`src/common/osdc_pkg.sv`:
```
/*
  Package of the octal serial driver control block: widths, the fault
  clear delay in its own unit and as cycles, and the reset values.
  Assumes a 40 MHz ref_clk; everything else is self contained.
*/
package osdc_pkg;
  // Number of driver channels and bits per transfer.
  localparam int unsigned CHAN_N = 8;
  // Clock rate in kHz, so that microseconds convert without overflow.
  localparam int unsigned CLK_KHZ = 40000;
  // Fault clear delay window in microseconds, least and longest.
  localparam int unsigned FAULT_CLEAR_DELAY_MIN_US = 75;
  localparam int unsigned FAULT_CLEAR_DELAY_MAX_US = 250;
  // Least delay rounded up to cycles; longest rounded down.
  localparam int unsigned FAULT_CLEAR_MIN_CYC =
    (FAULT_CLEAR_DELAY_MIN_US * CLK_KHZ + 999) / 1000;
  localparam int unsigned FAULT_CLEAR_MAX_CYC =
    (FAULT_CLEAR_DELAY_MAX_US * CLK_KHZ) / 1000;
  // Delay used by the design: halfway between both bounds.
  localparam int unsigned FAULT_CLEAR_CYC =
    (FAULT_CLEAR_MIN_CYC + FAULT_CLEAR_MAX_CYC) / 2;
  // Reset values: latch all ones means every output OFF.
  localparam logic [7:0] LATCH_RST = 8'hff;
  localparam logic [7:0] SHIFT_RST = 8'h00;
  // Width of the fault delay counter.
  localparam int unsigned DLY_W = 14;
endpackage

```
`src/common/osdc_link_if.sv`:
```
/*
  Interface carrying the synchronised link events from the pin sampler to
  the control core. Assumes both ends run on ref_clk.
*/
`timescale 1ns/1ps
`default_nettype none
interface osdc_link_if;
  logic sel_q;     // Filtered select level, high while deselected.
  logic sel_fall;  // One-cycle pulse at a select falling edge.
  logic sel_rise;  // One-cycle pulse at a select rising edge.
  logic sclk_rise; // One-cycle pulse at a serial clock rising edge.
  logic sclk_fall; // One-cycle pulse at a serial clock falling edge.
  logic sdi;       // Filtered serial data input level.
  modport src (output sel_q, sel_fall, sel_rise, sclk_rise, sclk_fall, sdi);
  modport dst (input sel_q, sel_fall, sel_rise, sclk_rise, sclk_fall, sdi);
endinterface
`default_nettype wire

```
`src/hw/osdc_pin_sync.sv`:
```
/*
  Pin sampler: three flip-flops per link pin, a change counts once the
  second and third stage agree. Produces edge pulses for the core.
  Assumes pins are asynchronous to ref_clk and far slower than it.
*/
`timescale 1ns/1ps
`default_nettype none
module osdc_pin_sync (
  input  wire logic     ref_clk,
  input  wire logic     rst_n,
  input  wire logic     sel_n_pin,
  input  wire logic     sclk_pin,
  input  wire logic     sdi_pin,
  osdc_link_if.src      lnk
);
  // Whole state of the sampler in one packed struct.
  typedef struct packed {
    logic [2:0] sel;  // Select sampling chain.
    logic [2:0] sclk; // Serial clock sampling chain.
    logic [2:0] sdi;  // Serial data sampling chain.
    logic       sel_f;  // Accepted select level.
    logic       sclk_f; // Accepted serial clock level.
    logic       sdi_f;  // Accepted data level.
  } osdc_sync_t;

  osdc_sync_t st_q;
  osdc_sync_t st_d;

  // Next state: shift chains; accept a level once stages one and two agree.
  // Stage zero is read only by stage one, keeping it a clean synchroniser.
  always_comb begin
    st_d = st_q;
    st_d.sel = {st_q.sel[1:0], sel_n_pin};
    st_d.sclk = {st_q.sclk[1:0], sclk_pin};
    st_d.sdi = {st_q.sdi[1:0], sdi_pin};
    if (st_q.sel[1] == st_q.sel[2]) begin
      st_d.sel_f = st_q.sel[2];
    end
    if (st_q.sclk[1] == st_q.sclk[2]) begin
      st_d.sclk_f = st_q.sclk[2];
    end
    if (st_q.sdi[1] == st_q.sdi[2]) begin
      st_d.sdi_f = st_q.sdi[2];
    end
  end

  // Registered state; reset takes deselected, clock low, data low.
  always_ff @(posedge ref_clk) begin
    if (!rst_n) begin
      st_q <= '{sel: 3'h7, sclk: 3'h0, sdi: 3'h0,
                sel_f: 1'b1, sclk_f: 1'b0, sdi_f: 1'b0};
    end else begin
      st_q <= st_d;
    end
  end

  // Edge pulses compare the accepted level with its next value.
  assign lnk.sel_q = st_q.sel_f;
  assign lnk.sel_fall = st_q.sel_f & ~st_d.sel_f;
  assign lnk.sel_rise = ~st_q.sel_f & st_d.sel_f;
  assign lnk.sclk_rise = ~st_q.sclk_f & st_d.sclk_f;
  assign lnk.sclk_fall = st_q.sclk_f & ~st_d.sclk_f;
  assign lnk.sdi = st_q.sdi_f;
endmodule
`default_nettype wire

```
`src/hw/osdc_core.sv`:
```
/*
  Control core of an eight channel low side driver with a serial link:
  shift register, output latch, diagnostic load and delayed fault clear.
  Assumes the link pins are slow against the 40 MHz ref_clk and that the
  per-channel sense inputs already come as clean logic levels.
*/
`timescale 1ns/1ps
`default_nettype none
module osdc_core (
  input  wire logic                   ref_clk,
  input  wire logic                   rst_n,
  input  wire logic                   sel_n,
  input  wire logic                   sclk,
  input  wire logic                   sdi,
  input  wire logic [osdc_pkg::CHAN_N-1:0] out_high,
  input  wire logic [osdc_pkg::CHAN_N-1:0] fault_threshold,
  output logic                        sdo,
  output logic                        sdo_oe,
  output logic [osdc_pkg::CHAN_N-1:0] drv_on
);
  import osdc_pkg::*;

  // Delay count as a sized constant for the counter.
  localparam logic [DLY_W-1:0] DLY_LAST = DLY_W'(FAULT_CLEAR_CYC - 1);

  // Synchronised link events shared with the pin sampler.
  osdc_link_if lnk ();

  // Pin sampler; all link pins are foreign to ref_clk.
  osdc_pin_sync u_sync (
    .ref_clk   (ref_clk),
    .rst_n     (rst_n),
    .sel_n_pin (sel_n),
    .sclk_pin  (sclk),
    .sdi_pin   (sdi),
    .lnk       (lnk)
  );

  // Fault delay sequencer states.
  typedef enum logic [1:0] {
    FD_IDLE,
    FD_WAIT,
    FD_ARMED
  } osdc_fd_t;

  // Whole state of the core in one packed struct.
  typedef struct packed {
    logic [CHAN_N-1:0] shift;  // Shift register, bit 7 leaves first.
    logic [CHAN_N-1:0] latch;  // Output latch, one means OFF.
    logic              sdo;    // Serial output bit register.
    logic              sdo_oe; // Serial output enable register.
    osdc_fd_t          fd;     // Fault delay sequencer.
    logic [DLY_W-1:0]  dly;    // Fault delay counter.
  } osdc_core_t;

  osdc_core_t st_q;
  osdc_core_t st_d;

  // Sense as seen by the diagnostics: pin level, one when high.
  // An open OFF pin reads low because the sense cell pulls it down.
  logic [CHAN_N-1:0] sense;
  assign sense = out_high;

  // Channels that are ON yet sit above the fault threshold.
  logic [CHAN_N-1:0] fault;
  assign fault = ~st_q.latch & fault_threshold;

  // Next state of shifting, latching and fault clearing.
  always_comb begin
    st_d = st_q;
    // Output enable follows the filtered select level.
    st_d.sdo_oe = ~lnk.sel_q & ~lnk.sel_rise;
    if (lnk.sel_fall) begin
      // Jam diagnostics; channel seven sits at the top bit.
      st_d.shift = sense;
    end else if (!lnk.sel_q && lnk.sclk_rise) begin
      // Present the top bit; it is shifted out at the next fall.
      st_d.sdo = st_q.shift[CHAN_N-1];
    end else if (!lnk.sel_q && lnk.sclk_fall) begin
      // Take the input bit; the top bit leaves, so devices cascade.
      // No bit count is kept, so any number of clocks is accepted.
      st_d.shift = {st_q.shift[CHAN_N-2:0], lnk.sdi};
    end
    // Latch changes only here and at fault clear; shifting never
    // touches it, so outputs hold steady during a transfer.
    if (lnk.sel_rise) begin
      st_d.latch = st_q.shift;
      st_d.fd = FD_WAIT;
      st_d.dly = '0;
    end else begin
      case (st_q.fd)
        FD_WAIT: begin
          // Faults are ignored until the delay after select rise ends.
          if (st_q.dly == DLY_LAST) begin
            st_d.fd = FD_ARMED;
          end else begin
            st_d.dly = st_q.dly + DLY_W'(1);
          end
        end
        FD_ARMED: begin
          // Set every faulty channel's latch bit to one, turning it OFF.
          st_d.latch = st_q.latch | fault;
        end
        default: begin
          st_d.fd = FD_IDLE;
        end
      endcase
    end
  end

  // Registered state; reset puts all outputs OFF and empties the shifter.
  always_ff @(posedge ref_clk) begin
    if (!rst_n) begin
      st_q <= '{shift: SHIFT_RST, latch: LATCH_RST, sdo: 1'b0,
                sdo_oe: 1'b0, fd: FD_ARMED, dly: '0};
    end else begin
      st_q <= st_d;
    end
  end

  // Drive enable per channel: latch zero means ON.
  assign drv_on = ~st_q.latch;
  assign sdo = st_q.sdo;
  assign sdo_oe = st_q.sdo_oe;

  // Helper: cycles since the last select rise, saturating.
  logic [DLY_W-1:0] since_q;
  always_ff @(posedge ref_clk) begin
    if (!rst_n) begin
      since_q <= '1;
    end else if (lnk.sel_rise) begin
      since_q <= '0;
    end else if (since_q != '1) begin
      since_q <= since_q + DLY_W'(1);
    end
  end

  // Select rise copies the shift register into the latch.
  chk_latch_load: assert property (
    @(posedge ref_clk) disable iff (!rst_n)
    lnk.sel_rise |=> st_q.latch == $past(st_q.shift))
    else $error("latch did not take shift register at select rise");

  // Select fall jams the sense levels into the shifter.
  chk_diag_load: assert property (
    @(posedge ref_clk) disable iff (!rst_n)
    lnk.sel_fall |=> st_q.shift == $past(sense))
    else $error("shift register missed diagnostic load");

  // A deselected device must leave the serial output floating.
  chk_sdo_hiz: assert property (
    @(posedge ref_clk) disable iff (!rst_n)
    lnk.sel_q |=> !sdo_oe)
    else $error("serial output driven while deselected");

  // A selected clock rise presents the top bit of the shifter.
  chk_sdo_bit: assert property (
    @(posedge ref_clk) disable iff (!rst_n)
    (!lnk.sel_q && lnk.sclk_rise && !lnk.sel_fall)
      |=> sdo == $past(st_q.shift[CHAN_N-1]))
    else $error("serial output not the top shift bit after clock rise");

  // A selected clock fall shifts the input bit in at the bottom.
  chk_shift_in: assert property (
    @(posedge ref_clk) disable iff (!rst_n)
    (!lnk.sel_q && lnk.sclk_fall && !lnk.sel_fall)
      |=> st_q.shift == {$past(st_q.shift[CHAN_N-2:0]), $past(lnk.sdi)})
    else $error("serial input not shifted in at clock fall");

  // No latch bit may move before the least fault delay has passed.
  chk_fault_early: assert property (
    @(posedge ref_clk) disable iff (!rst_n)
    (since_q < DLY_W'(FAULT_CLEAR_MIN_CYC) && !lnk.sel_rise)
      |=> $stable(st_q.latch))
    else $error("fault cleared a latch bit before the least delay");

  // A fault still present at the longest delay must be cleared.
  chk_fault_late: assert property (
    @(posedge ref_clk) disable iff (!rst_n)
    (since_q == DLY_W'(FAULT_CLEAR_MAX_CYC) && |fault && !lnk.sel_rise)
      |=> (st_q.latch & $past(fault)) == $past(fault))
    else $error("fault not cleared by the longest delay");

  // Without a select rise or a fault the outputs hold their state.
  chk_latch_hold: assert property (
    @(posedge ref_clk) disable iff (!rst_n)
    (!lnk.sel_rise && ~|fault) |=> $stable(drv_on))
    else $error("outputs changed without select rise or fault");

  // Serial output is enabled on the cycle after any selected cycle without a select rise.
  chk_sdo_drive: assert property (
    @(posedge ref_clk) disable iff (!rst_n)
    (!lnk.sel_q && !lnk.sel_rise) |=> sdo_oe)
    else $error("serial output not driven while selected");

  // Between selected clock rises the serial output bit stands still.
  chk_sdo_hold: assert property (
    @(posedge ref_clk) disable iff (!rst_n)
    (lnk.sel_q || !lnk.sclk_rise || lnk.sel_fall) |=> $stable(sdo))
    else $error("serial output changed without a clock rise");

  // The shifter moves only at a diagnostic load or a selected fall.
  chk_shift_hold: assert property (
    @(posedge ref_clk) disable iff (!rst_n)
    (!lnk.sel_fall && (lnk.sel_q || !lnk.sclk_fall))
      |=> $stable(st_q.shift))
    else $error("shift register moved without a clock fall");

  // While the fault delay runs, no fault may touch the latch.
  chk_fault_wait: assert property (
    @(posedge ref_clk) disable iff (!rst_n)
    (st_q.fd == FD_WAIT && !lnk.sel_rise) |=> $stable(st_q.latch))
    else $error("latch changed while the fault delay ran");

  // Once armed, every faulty channel is turned OFF on the next cycle.
  chk_fault_clear: assert property (
    @(posedge ref_clk) disable iff (!rst_n)
    (st_q.fd == FD_ARMED && !lnk.sel_rise)
      |=> (st_q.latch & $past(fault)) == $past(fault))
    else $error("armed fault did not turn its channel OFF");
endmodule
`default_nettype wire

```
`config.mk`:
```
export PLATFORM = sky130hd
export DESIGN_NAME = osdc_core
export DESIGN_NICKNAME = d
export VERILOG_FILES = /design/src/common/osdc_pkg.sv /design/src/common/osdc_link_if.sv /design/src/hw/osdc_pin_sync.sv /design/src/hw/osdc_core.sv
export SDC_FILE = /design/constraint.sdc
export NUM_CORES = 1
export LEC_CHECK = 0
export ABC_AREA = 1
export BUFFER_PORTS_ARGS = -buffer_cell sky130_fd_sc_hd__buf_4
export CORE_ASPECT_RATIO = 0.7
export CORE_MARGIN = 8
export CORE_UTILIZATION = 46
export CTS_BUF_LIST = sky130_fd_sc_hd__clkbuf_4 sky130_fd_sc_hd__clkbuf_8
export DETAILED_ROUTE_END_ITERATION = 8
export PLACE_DENSITY = 0.69
export SYNTH_ARGS = -nofsm -noshare
export SYNTH_HDL_FRONTEND = slang
export SYNTH_SLANG_ARGS = --single-unit
```
`constraint.sdc`:
```
create_clock -name ref_clk -period 1.38 [get_ports ref_clk]
set_input_delay 0.276 -clock ref_clk [delete_from_list [all_inputs] [get_ports ref_clk]]
set_output_delay 0.276 -clock ref_clk [all_outputs]
set_load 0.05 [all_outputs]
```
; Word level (Yosys, flattened, before mapping)
; Cells that the tools add are included.
; Widths: inputs -> output; s select.
[totals]
regBits = 46
latchBits = 0
mem_bits_rw = 0
rom_bits = 0
input_bits = 21
out_inout_bits = 10
memories = 0
[classes]
n_addsub = 1
mul = 0
div = 0
n_lt_le_gt_ge = 0
eq_ne = 9
shifts = 0
n_mux = 12
bitwise = 16
n_reduce_logical = 10
[ops]
columns = cell, count
row1 = $mux 8, 5
row2 = $mux 14, 2
row3 = $mux 16, 1
row4 = $add 14x1->14 const B, 1
row5 = $eq 14x13->1 const B, 1
row6 = $and 8x8->8, 1
row7 = $not 1->1, 8
row8 = $not 8->8, 1
row9 = $or 8x8->8, 1
row10 = $reduce_and 2->1, 4
row11 = $and 1x1->1, 5
row12 = $ne 2x2->1 const B, 2
row13 = $pmux 2 s2, 1
row14 = $reduce_bool 2->1, 2
row15 = $eq 1x1->1, 3
row16 = $ne 3x3->1 const B, 1
row17 = $eq 2x1->1 const B, 1
row18 = $eq 2x2->1 const B, 1
row19 = $logic_and 1x1->1, 2
row20 = $mux 1, 2
row21 = $mux 2, 1
row22 = $reduce_or 2->1, 1
row23 = $logic_not 1->1, 1

; Longest topological paths before layout
[depth]
ltp_word = 8
depth_mapped = 8
depth_no_buf = 8

; Hierarchy
; Synthesis repeated with hierarchy kept, for this count alone.
[hier_totals]
hier_cells = 304
hier_area_um2 = 2128.3
[modules_own_cells]
columns = module, instances, cells_per_inst, area_each_um2, seq_area_each_um2
row1 = osdc_core, 1, 251, 1715.4, 680.7
row2 = osdc_pin_sync, 1, 53, 412.9, 240.2

; Worst setup path after synthesis
; Ideal clock, no wire load.
[synth_path]
kind = register to register
start = reg st_q[0] (netlist name)
end = reg st_q[9] (netlist name)
setup_ps = 66
arrival_time_ps = 1419
required_ps = 1314
slack_ps = -105
path_stages_with_launch = 9
path_buffers = 1
period_less_slack_ps = 1485
path_cell_list = dfxtp_1 ha_1 nand3_1 nor2_2 nand2_4 nand2_4 buf_12 nand2_1 a21oi_2
[synth_between]
elab_chain_cells = 3
[synth_rtl]
columns = item, line_no
row1 = start: declaration, osdc_core.sv:56  ; osdc_core_t st_q;
row2 = start signal: assignment, osdc_core.sv:114  ; st_q <= '{shift: SHIFT_RST, latch: LATCH_RST, sdo: 1'b0,
row3 = start signal: assignment, osdc_core.sv:117  ; st_q <= st_d;
row4 = branches (longest 3 deep; another with $add 14x1->14), --
; Parallel ways; which one is timed is not known.
; A chain may end at the register's enable or synchronous reset.

; Worst setup path after layout
[layout_path]
start = reg st_q[3] (netlist name)
end = reg st_q[4] (netlist name)
; Same word-level chain as after synthesis.

==> metrics.cfg <==
[outcome]
outcome = completed

[yosys]
synth_cell_types = 26
syn_area_mm2 = 0.00213
syn_nets = 320
synth_simple_gate_area_share_pct = 28.7
yosys.area.top_type = dfxtp_1
synth_top_area_share_pct = 43.3
yosys-top-cells-area = dfxtp_1 (43%), nand2_1 (14%), inv_1 (7.4%)
yosysWarnings = 0
synth_enable_flop_cells = 0
yosys-top-cells-count = nand2_1 (78), dfxtp_1 (46), inv_1 (42), nor2_1 (33), o21ai_0 (19)
async_flop_share_pct = 0
synth_fa_ha_area_share_pct = 0.588
yosysMostFrequentCell = nand2_1
synth_top_family_by_area = simple AND/OR/NAND/NOR gates
synth_compound_area_share_pct = 14.3
synthCells = 298
yosysSeqAreaShare_pct = 43.3
synth_seq_cells = 46
synth_xor_area_share_pct = 2.88
synth_area_per_cell_um2 = 7.14
synthMuxAreaShare_pct = 0.471
ys.flop_type = dfxtp_1

[placement]
portBuffers = 30
dp_slack_ps = -12.2
hpwlAfterDp_um = 3630
gp_congestion = 0.916

[drt]
vias = 1996
dr.first_iter.drc_count = 188
drc_errors = 0
finalWirelength_um = 5000
wire_per_inst_um = 12.3
drtPass1Iterations = 4
drtAntennaViolNets = 0
vias_per_cell = 4.92

[grt]
grt_overflow = 0
antenna_found_initial = 0
grt_start_max_net_pins = 25
grt_pass1_wl_um = 8220
grt_use_total_pct = 13.9
grt_pass1_vias = 1809

[cells_and_area]
diodes = 0
fin_nets = 372
syn_to_final_growth_pct = 27.6
drive_gt1_share_pct = 24.5
nFillCells = 405

[die]
coreArea_mm2 = 0.00440
die_w_um = 97.3
row_count = 20
initial_core_util_pct = 48.3
die_y_um = 72.9
io_pins = 31
dieArea_mm2 = 0.00709

[cts]
clk-insertion-delay-late_ps = 300
cts.path.max_buffers = 2
ctsHoldBuffers = 0
cts_buffers = 5
cts_tree = yes
clockRootBuffer = clkbuf_8
clkTransAtPathRegs_ps = 80
cts_htree_levels = 2
cts.sinks = 46

[worst_setup_path]
cp.required_ps = 1610
endpoint_kind = flip-flop
worstPathArrival_ps = 1580
r2r_start = st_q[3]
r2r_cells = 7
endpoint = st_q[4]
critPathLaunchType = flip-flop
critPathLaunch = st_q[3]
critPathKind = flip-flop to flip-flop
reg2reg_setup_slack_ps = 30
reg2reg_to = st_q[4]
critPathMaxFanout = 7

[timing]
fin_skew_ps = 3.30
fmax_mhz = 740
worstMarginPinSlew_ps = 399
maxSlewViolCount = 0
slew_headroom_pct = 73.4
finalSetupViolCount = 0
fin_crit_sh_pct = 98.0
whs_ps = 156
fin_crit_ps = 1350
worst_slack_ps = 28.2
hold_viol = 0

[hold_path]
hp-class = input pin to flip-flop

[pwr]
power_density_mw_per_mm2 = 897
p_leak_nw = 1.27
irDropWorstVdd_mv = 0.621

[flow_run]
timing.max_cap.violations = 0

==> area by class of cell <==
| type | instances | area [µm²] | share of cell area [%] |
|---|---|---|---|
| clock buffers | 5 | 68.8 | 2.53 |
| clock inverters | 3 | 40.0 | 1.47 |
| inverters | 43 | 161 | 5.94 |
| multi-input cells | 203 | 1050 | 38.8 |
| flip-flops and latches | 46 | 928 | 34.2 |
| well taps | 55 | 68.8 | 2.53 |
| repair buffers | 51 | 395 | 14.6 |
==> layout by cell type, fill, tap and decap left out <==
cell       count
a21oi_1       17
nand2_8        1
nand2_2        3
buf_12         1
mux2i_1        1
dfxtp_1       42
dfxtp_4        1
nor2_2         4
xnor2_1        3
nor3_4         1
o21ai_0       19
bufinv_16      1
dfxtp_2        3
o2111ai_1      5
nor2_1        29
nand2_4        2
ha_4           1
buf_4         50
xor2_1         4
inv_2          1
clkbuf_8       5
nand4_1        7
clkinv_2       2
a22oi_1        1
a21oi_2        7
nor2_4         1
nand2_1       77
o211ai_1       2
or2_2          2
nor3_1         1
inv_1         42
nand3_1       15
==> report_power, final <==
part / switching [W] / total (W) / leakage (nW) / internal (W)
Clock: 0.000446 / 0.000979 / 0.0579 / 0.000533
Combinational: 0.0000530 / 0.000114 / 0.836 / 0.0000607
Sequential: 0.00000675 / 0.00134 / 0.375 / 0.00134
==> how the worst min path moves through the flow <==
stage / start / to / cells after the start
finish: sel_n / u_sync.st_d[10] / 2
global route: sel_n / u_sync.st_d[10] / 2
CTS: sel_n / u_sync.st_d[10] / 2
detailed placement: u_sync.st_d[10] / u_sync.st_d[11] / 1
global placement: u_sync.st_d[10] / u_sync.st_d[11] / 1
floorplan: sdi / u_sync.st_d[4] / 2
==> logic make-up (layout without fill, tap and decap cells) <==
group / count (synthesis) / count (layout)
flops: 46 / 46
fa+ha+maj: 1 / 1
simple gates: 142 / 143
xor+xnor: 7 / 7
compound gates: 51 / 51
buf+inv: 50 / 102
mux: 1 / 1
==> critical path, cell delays in order, from the launching register on <==
cell and delay [ps]:
dfxtp_4 360, inv_1 100, nand2_2 80, nor3_4 260, nand2_4 150, nand2_4 140
nand2_1 80, a21oi_1 120
==> stage by stage <==
step	cell area (µm²)	total power, W	setup TNS (ps)	util [%]	cells
finish	2720	0.00244	0	61.6	406
global route	2720	0.00255	-350	61.6	406
CTS	2660	0.00247	0	60.4	402
detailed placement	2540	0.00149	-24.2	57.7	394
global placement	2540	0.00149	0	57.7	394
floorplan	2150	0.00142	0	-	298
==> metal layers <==
metal / up-vias / share of wire [%] / global-route usage (%)
met1: 880 / 50 / 19.5
met4: 0 / 0.62 / 4.68
li1: 1057 / - / -
met5: - / 0 / 0
met3: 5 / 7.2 / 3.88
met2: 54 / 42 / 19.7
==> sequential cells by signal (all words and copies together), names as in the netlist <==
name              flops
sdo_oe                1
u_sync.st_q           4
sdo                   1
u_sync.lnk.sdi        1
st_q                 32
u_sync.lnk.sel_q      1
u_sync.st_d           6
==> repair_timing <==
action | in CTS | in global routing
resized for setup | 1 | 10
endpoints found under the setup margin | 10 | 22
pin swaps | 0 | 3
setup buffers | 0 | 3
gates cloned | 0 | 1
Power figures use the tool's default switching activity.
